$ cat src/sqwt_defs.svh
// Constants of the square-wave down timer
`ifndef SQWT_DEFS_SVH
`define SQWT_DEFS_SVH
`define SQWT_ADDR_CMD 3'h0
`define SQWT_ADDR_CNT_LO 3'h4
`define SQWT_ADDR_CNT_HI 3'h5
`define SQWT_CMD_POS 6
`define SQWT_MODE_POS 14
`define SQWT_STAT_TIMER_POS 6
`define SQWT_TC_VALUE 14'h0002
`define SQWT_CNT_RESET 16'h0000
`define SQWT_CTL_ADDR_STATUS 2'h0
`define SQWT_CTL_ADDR_CNTLEN 2'h1
`define SQWT_CTL_ADDR_CMD 2'h2
`define SQWT_CTL_ADDR_RDBACK 2'h3
`endif

$ cat src/sqwt_pkg.sv
// Types of the square-wave down timer
package sqwt_pkg;
    typedef enum logic [1:0] {
        SQWT_WAVE_HALF_LOW,
        SQWT_WAVE_SQUARE,
        SQWT_WAVE_PULSE_ONCE,
        SQWT_WAVE_PULSE_REPEAT
    } sqwt_wave_type;
    typedef enum logic [1:0] {
        SQWT_CMD_NOP,
        SQWT_CMD_STOP,
        SQWT_CMD_STOP_AFTER_TC,
        SQWT_CMD_START
    } sqwt_cmd_type;
    typedef enum logic [1:0] {
        SQWT_BUS_IDLE,
        SQWT_BUS_WRITE,
        SQWT_BUS_READ
    } sqwt_bus_type;
endpackage : sqwt_pkg

$ cat src/sqwt_if.sv
// Register link between host controller and timer device
`timescale 1ns/10ps
`default_nettype none
interface sqwt_if;
    logic [2:0] addr;
    logic [7:0] wdata;
    logic wr;
    logic rd;
    logic [7:0] rdata;
    logic timer_in;
    modport device (
        input addr,
        input wdata,
        input wr,
        input rd,
        output rdata,
        input timer_in
    );
    modport host (
        output addr,
        output wdata,
        output wr,
        output rd,
        input rdata,
        output timer_in
    );
endinterface : sqwt_if
`default_nettype wire

$ cat src/sqwt_device.sv
// Square-wave down timer device end
//
// Behaviour
// - Two mode bits choose output waveform
// - Square mode period equals count length
// - Low mode bit set means auto reload
// - Odd count: high half one longer
// - Mode in top bits, count below
// - Command bits 7:6 start or stop
// - Command 00 leaves counter alone
// - Command 01 halts running timer now
// - Command 10 stops after terminal count
// - Command 11 when idle loads, starts
// - Command 11 when running switches at TC
// - Rewritten count ignored until start command
// - Reset stops counter until start
// - Count decrements by two, once per timer_in cycle
// - Host never programs count of one; sqwt_host passes any count through unchecked
// - Host stops, reads count, clears mode
// - Host leaves right shift and carry fix to software
// - Correct pulses per output waveform
// - Host loads 2 to 3FFF bytewise; sqwt_host does not check the range
// - Low byte at 100, high at 101
// - Status bit 6 set at TC, read clears
`include "sqwt_defs.svh"
`timescale 1ns/10ps
`default_nettype none
module sqwt_device (
    input wire logic sys_clk,
    input wire logic rst_n,
    sqwt_if.device link,
    output logic timer_out,
    output logic running
);
    import sqwt_pkg::*;

    // ****************************************
    // State
    // ****************************************
    typedef struct packed {
        logic [15:0] cnt_len;
        logic [13:0] count;
        sqwt_wave_type mode;
        logic [13:0] load_len;
        logic run;
        logic pending;
        logic stop_at_tc;
        logic second_half;
        logic tc_flag;
        logic pulse_end;
        logic out;
        logic in_s1;
        logic in_s2;
        logic in_s3;
        logic [7:0] rdata;
    } sqwt_dev_state_type;

    sqwt_dev_state_type st_r;
    sqwt_dev_state_type st_nxt;

    function automatic logic [13:0] sqwt_first_half(input logic [13:0] len);
        sqwt_first_half = {len[13:1], 1'b0} + {12'h000, len[0], 1'b0};
    endfunction : sqwt_first_half

    // ****************************************
    // Next state
    // ****************************************
    always_comb begin
        logic edge_fall;
        logic at_tc;
        logic [1:0] cmd;
        logic [13:0] new_len;
        edge_fall = 1'b0;
        at_tc = 1'b0;
        cmd = 2'h0;
        new_len = 14'h0000;
        st_nxt = st_r;
        st_nxt.in_s1 = link.timer_in;
        st_nxt.in_s2 = st_r.in_s1;
        st_nxt.in_s3 = st_r.in_s2;
        edge_fall = st_r.in_s3 & ~st_r.in_s2;
        st_nxt.rdata = 8'h00;
        if (st_r.run && edge_fall) begin
            if (st_r.count <= `SQWT_TC_VALUE) begin
                at_tc = ~st_r.second_half | 1'b1;
                if (!st_r.second_half) begin
                    // End of first half: reload for second half
                    st_nxt.second_half = 1'b1;
                    st_nxt.count = {st_r.load_len[13:1], 1'b0};
                    at_tc = 1'b0;
                    if (st_r.mode == SQWT_WAVE_HALF_LOW ||
                        st_r.mode == SQWT_WAVE_SQUARE) begin
                        st_nxt.out = 1'b0;
                    end
                end
            end else begin
                st_nxt.count = st_r.count - 14'h0002;
                if (st_r.mode[1]) begin
                    st_nxt.out = 1'b1;
                end
            end
        end
        if (at_tc) begin
            // Terminal count of a whole output cycle
            st_nxt.tc_flag = 1'b1;
            st_nxt.second_half = 1'b0;
            new_len = st_r.pending ? st_r.cnt_len[13:0] : st_r.load_len;
            if (st_r.pending) begin
                st_nxt.mode = sqwt_wave_type'(st_r.cnt_len[15:14]);
                st_nxt.load_len = new_len;
                st_nxt.pending = 1'b0;
            end
            st_nxt.count = sqwt_first_half(new_len);
            st_nxt.out = st_r.mode[1] ? 1'b0 : 1'b1;
            if (st_r.stop_at_tc) begin
                st_nxt.run = 1'b0;
                st_nxt.stop_at_tc = 1'b0;
            end else if (!st_r.pending && !st_r.mode[0]) begin
                // Single pulse keeps running until its low period ends
                st_nxt.run = st_r.mode[1];
                st_nxt.pulse_end = st_r.mode[1];
            end
            if (st_r.pending) begin
                st_nxt.run = ~st_r.stop_at_tc;
            end
        end
        if (st_r.pulse_end && edge_fall) begin
            // End of single pulse: output back high, timer stops
            st_nxt.out = 1'b1;
            st_nxt.run = 1'b0;
            st_nxt.pulse_end = 1'b0;
            st_nxt.count = st_r.count;
        end
        if (link.wr) begin
            case (link.addr)
                `SQWT_ADDR_CNT_LO: begin
                    st_nxt.cnt_len[7:0] = link.wdata;
                end
                `SQWT_ADDR_CNT_HI: begin
                    st_nxt.cnt_len[15:8] = link.wdata;
                end
                `SQWT_ADDR_CMD: begin
                    cmd = link.wdata[`SQWT_CMD_POS +: 2];
                    case (sqwt_cmd_type'(cmd))
                        SQWT_CMD_NOP: begin
                            st_nxt.run = st_nxt.run;
                        end
                        SQWT_CMD_STOP: begin
                            st_nxt.run = 1'b0;
                            st_nxt.pending = 1'b0;
                            st_nxt.pulse_end = 1'b0;
                            st_nxt.stop_at_tc = 1'b0;
                        end
                        SQWT_CMD_STOP_AFTER_TC: begin
                            st_nxt.stop_at_tc = st_nxt.run;
                        end
                        SQWT_CMD_START: begin
                            if (!st_nxt.run) begin
                                st_nxt.mode = sqwt_wave_type'(st_nxt.cnt_len[15:14]);
                                st_nxt.load_len = st_nxt.cnt_len[13:0];
                                st_nxt.count = sqwt_first_half(st_nxt.cnt_len[13:0]);
                                st_nxt.second_half = 1'b0;
                                st_nxt.out = 1'b1;
                                st_nxt.pulse_end = 1'b0;
                                st_nxt.run = 1'b1;
                            end else begin
                                st_nxt.pending = 1'b1;
                                st_nxt.stop_at_tc = 1'b0;
                            end
                        end
                        default: begin
                            st_nxt.run = st_nxt.run;
                        end
                    endcase
                end
                default: begin
                    st_nxt.cnt_len = st_nxt.cnt_len;
                end
            endcase
        end
        if (link.rd) begin
            case (link.addr)
                `SQWT_ADDR_CMD: begin
                    st_nxt.rdata = {1'b0, st_r.tc_flag, 6'h00};
                    st_nxt.tc_flag = at_tc;
                end
                `SQWT_ADDR_CNT_LO: begin
                    // Counter value kept after stop for remaining count
                    st_nxt.rdata = st_r.count[7:0];
                end
                `SQWT_ADDR_CNT_HI: begin
                    st_nxt.rdata = {st_r.mode, st_r.count[13:8]};
                end
                default: begin
                    st_nxt.rdata = 8'h00;
                end
            endcase
        end
    end

    // ****************************************
    // Registers
    // ****************************************
    always_ff @(posedge sys_clk) begin
        if (!rst_n) begin
            st_r <= '0;
            st_r.out <= 1'b1;
        end else begin
            st_r <= st_nxt;
        end
    end

    assign link.rdata = st_r.rdata;
    assign timer_out = st_r.out;
    assign running = st_r.run;
endmodule : sqwt_device
`default_nettype wire

$ cat src/flat_wrapper.sv
// flat-port wrapper written by rule: the top's interface ports become plain ports
module sqwt_device_flat import sqwt_pkg::*;
  (sys_clk, rst_n, timer_out, running, link_addr, link_wdata, link_wr, link_rd, link_rdata, link_timer_in);
  sqwt_if link_i ();
  input wire logic sys_clk;
  input wire logic rst_n;
  output logic timer_out;
  output logic running;
  input wire logic [$bits(link_i.addr)-1:0] link_addr;
  input wire logic [$bits(link_i.wdata)-1:0] link_wdata;
  input wire logic [$bits(link_i.wr)-1:0] link_wr;
  input wire logic [$bits(link_i.rd)-1:0] link_rd;
  output wire logic [$bits(link_i.rdata)-1:0] link_rdata;
  input wire logic [$bits(link_i.timer_in)-1:0] link_timer_in;
  assign link_i.addr = link_addr;
  assign link_i.wdata = link_wdata;
  assign link_i.wr = link_wr;
  assign link_i.rd = link_rd;
  assign link_rdata = link_i.rdata;
  assign link_i.timer_in = link_timer_in;
  sqwt_device u_core (.sys_clk(sys_clk), .rst_n(rst_n), .link(link_i), .timer_out(timer_out), .running(running));
endmodule
$ cat config.mk
export PLATFORM = sky130hd
export DESIGN_NAME = sqwt_device_flat
export DESIGN_NICKNAME = d
export VERILOG_FILES = /design/src/sqwt_pkg.sv /design/src/sqwt_if.sv /design/src/sqwt_device.sv /design/src/flat_wrapper.sv
export VERILOG_INCLUDE_DIRS = /design/src
export SDC_FILE = /design/constraint.sdc
export NUM_CORES = 1
export LEC_CHECK = 0
export BUFFER_PORTS_ARGS = -buffer_cell sky130_fd_sc_hd__buf_4
export CELL_PAD_IN_SITES_DETAIL_PLACEMENT = 0
export CELL_PAD_IN_SITES_GLOBAL_PLACEMENT = 1
export CORE_UTILIZATION = 35
export CTS_CLUSTER_SIZE = 28
export DETAILED_ROUTE_END_ITERATION = 7
export HOLD_SLACK_MARGIN = 0.02
export PLACE_DENSITY = 0.71
export SETUP_SLACK_MARGIN = 0.5
export SYNTH_ARGS = -nofsm -noshare
export SYNTH_HDL_FRONTEND = slang
export SYNTH_SLANG_ARGS = --single-unit
$ cat constraint.sdc
create_clock -name sys_clk -period 4.1 [get_ports sys_clk]
set_input_delay 0.41 -clock sys_clk [delete_from_list [all_inputs] [get_ports sys_clk]]
set_output_delay 0.41 -clock sys_clk [all_outputs]
set_load 0.005 [all_outputs]
==> flow_metrics.env <==
export IMPL_routed_via_density=5.688
export IMPL_holdWs_ns=0.2768
export IMPL_setup_worst_path_end_class="flop"
export IMPL_netlist_instances=508
export IMPL_worst_pin_slew_ns=0.8602
export IMPL_post_cts_setup_buffer_count=0
export IMPL_cts_resized=0
export IMPL_maxCapViolCount=0
export IMPL_wire_per_inst_um=18.16
export IMPL_grt_overflow_total=0
export IMPL_p_per_area_mw_per_mm2=314.9
export IMPL_ys_seq_elements=64
export IMPL_syn_nets=529
export IMPL_slew_headroom_pct=41.17
export IMPL_synth_area_mm2=0.004066
export IMPL_min_period_over_period_pct=65.43
export IMPL_grt_pass1_wl_mm=19.18
export IMPL_syn_area_per_cell_um2=8.005
export IMPL_drt_pre_antenna_iters=5
export IMPL_synth_area_leaders="dfxtp_1, mux2i_1, nor2_1"
export IMPL_ios=26
export IMPL_num_vias=3680
export IMPL_drt_iter0_markers=241
export IMPL_finalMaxSlewViolations=0
export IMPL_synth_ff_type="dfxtp_1"
export IMPL_yosys_area_share_simple_pct=25.11
export IMPL_drive_above_1_share_pct=12.03
export IMPL_die_height_um=109.8
export IMPL_peakVddDrop_v=0.0002252
export IMPL_met3WireLength_um=734
export IMPL_num_nets_final=523
export IMPL_root_buffer="clkbuf_16"
export IMPL_antenna_found_initial=0
export IMPL_synth_area_mux_share_pct=12.31
export IMPL_synth_top_family_by_area="simple AND/OR/NAND/NOR gates"
export IMPL_grt_pass1_vias=3452
export IMPL_required_ns=4.34
export IMPL_met2_length_mm=5.199
export IMPL_clk_pin_slew_ns=0.06
export IMPL_clkSinkCount=64
export IMPL_rsz0062_at_grt="false"
export IMPL_dieArea_mm2=0.01205
export IMPL_io_buffer_count=25
export IMPL_setup_viol=0
export IMPL_numCtsBuffers=9
export IMPL_synthTopCellsByCount="dfxtp_1, nor2_1, nand2_1"
export IMPL_async_reset_ff_share_pct=0
export IMPL_fp_dieW_um=109.8
export IMPL_synth_most_common_cell="dfxtp_1"
export IMPL_cts_tree="yes"
export IMPL_num_rows=38
export IMPL_hpwl_mm=8.803
export IMPL_grt_use_total_pct=21.29
export IMPL_cts_path_max_buffers=2
export IMPL_grt_max_degree=36
export IMPL_synth_xor_area_share_pct=4.308
export IMPL_crit_type="reg -> reg"
export IMPL_synth_edff_count=0
export IMPL_hold_buffers=0
export IMPL_syn_to_final_growth_pct=10.43
export IMPL_yosys_warnings=0
export IMPL_arrival_ns=2.92
export IMPL_clk_latency_ns=0.34
export IMPL_cts_htree_levels=3
export IMPL_setup_worst_path_start_class="flop"
export IMPL_crit_fanout=35
export IMPL_synth_fa_ha_area_share_pct=1.538
export IMPL_wl_met1_mm=5.646
export IMPL_synth_cell_types=67
export IMPL_gp_congestion=0.8717
export IMPL_drc_errors=0
export IMPL_fmax_ghz=0.3728
export IMPL_status="complete, no violations"
export IMPL_yosysTopAreaCell="dfxtp_1"
export IMPL_n_antenna_cell=0
export IMPL_hp_class="in -> reg"
export IMPL_coreArea_mm2=0.01108
export IMPL_synth_compound_area_share_pct=18.43
export IMPL_start_util_pct=36.71
export IMPL_p_leak_nw=1.543
export IMPL_fin_tns_setup_ns=0
export IMPL_yosys_area_top_type_share_pct=31.51
export IMPL_fillers=1162
export IMPL_ys_seq_area_share_pct=31.51
export IMPL_hold_violations=0
export IMPL_finClkSkew_ns=0.006274
export IMPL_ant_nets=0
export IMPL_top_layer_used="met4"
export IMPL_drt_total_wl_mm=11.75
export IMPL_period_needed_ns=2.682
-- cell type report --
type                       instances  area (µm²)  area share, %
multi-input combinational        386        2509          55.87
clock inverter                     5       33.78         0.7523
inverter                          13       48.80          1.087
sequential                        64        1281          28.53
clock buffer                      11       232.7          5.182
tap                              140       175.2          3.901
timing repair buffer              28       210.2          4.681
-- state kept, by name, summed over array words and instances, names as in the netlist --
name,flops
u_core.st_r,52
u_core.link.rdata,8
u_core.st_nxt,2
u_core.running,1
u_core.timer_out,1
-- where the power goes --
group / internal [W] / leakage (nW) / switching, W
Clock: 0.000408 / 0.126 / 0.000281
Sequential: 0.000628 / 0.517 / 0.0000107
Combinational: 0.0000337 / 0.901 / 0.0000531
-- metal layers --
metal,track usage [%],up-vias
met3,5.039,14
met2,32.19,125
li1,-,1822
met5,0,-
met4,6.667,0
met1,29.60,1719
-- worst max-delay path, cell delays in order, from the launching register on --
cell	delay, ns
dfxtp_1	0.36
buf_4	0.35
mux2_2	0.23
ha_1	0.22
nand4b_1	0.25
a22oi_1	0.46
nand3_1	0.16
xnor2_1	0.15
and2_1	0.14
o41ai_1	0.27
-- cells by family (layout without fill, tap and decap cells) --
family	after synthesis	after routing
AO/OA/AOI/OAI	113	113
adder cells (fa/ha/maj)	5	5
XOR/XNOR	20	20
buffers and inverters	58	57
AND/OR/NAND/NOR	199	199
multiplexers	49	49
flip-flops	64	64
-- cell usage in the layout, fill, tap and decap left out, types with 7 or more instances in the layout --
| cell type | netlist | routed |
|---|---|---|
| buf_4 | 8 | 28 |
| inv_1 | 12 | 12 |
| xor2_1 | 8 | 8 |
| nand2_1 | 53 | 53 |
| nor2_1 | 54 | 54 |
| xnor2_1 | 12 | 12 |
| mux2i_1 | 41 | 41 |
| o21ai_0 | 20 | 20 |
| a31oi_1 | 7 | 7 |
| a21oi_1 | 32 | 32 |
| dfxtp_1 | 64 | 64 |
| clkbuf_16 | 0 | 9 |
| nor3_1 | 13 | 13 |
| nand3b_1 | 7 | 7 |
| nor4_1 | 9 | 9 |
| nand3_1 | 19 | 19 |
| and3_1 | 7 | 7 |
| nand4_1 | 8 | 8 |
| a22oi_1 | 7 | 7 |
| mux2_2 | 8 | 8 |
-- path summary, 6_finish.rpt --
kind         slack [ns]              from  depth (start not counted)                to
min                0.28     link_timer_in                          2  u_core.st_nxt[9]
max                1.42   u_core.st_r[16]                          9   u_core.st_r[45]
min reg2reg        0.44  u_core.st_nxt[9]                          1  u_core.st_nxt[8]
max reg2reg        1.42   u_core.st_r[16]                          9   u_core.st_r[45]
-- through the flow --
step / utilization (%) / setup slack, ns / cell area (µm²) / cells / power (W)
floorplan: - / 1.041 / 4066 / 508 / 0.0007046
global route: 40.54 / 1.139 / 4491 / 647 / 0.001470
finish: 40.54 / 1.418 / 4491 / 647 / 0.001414
detailed placement: 38.13 / 1.432 / 4224 / 631 / 0.0007385
global placement: 38.13 / 1.559 / 4224 / 631 / 0.0007379
CTS: 40.54 / 1.435 / 4491 / 647 / 0.001426
Note: power is estimated with default switching activity, not from simulation.
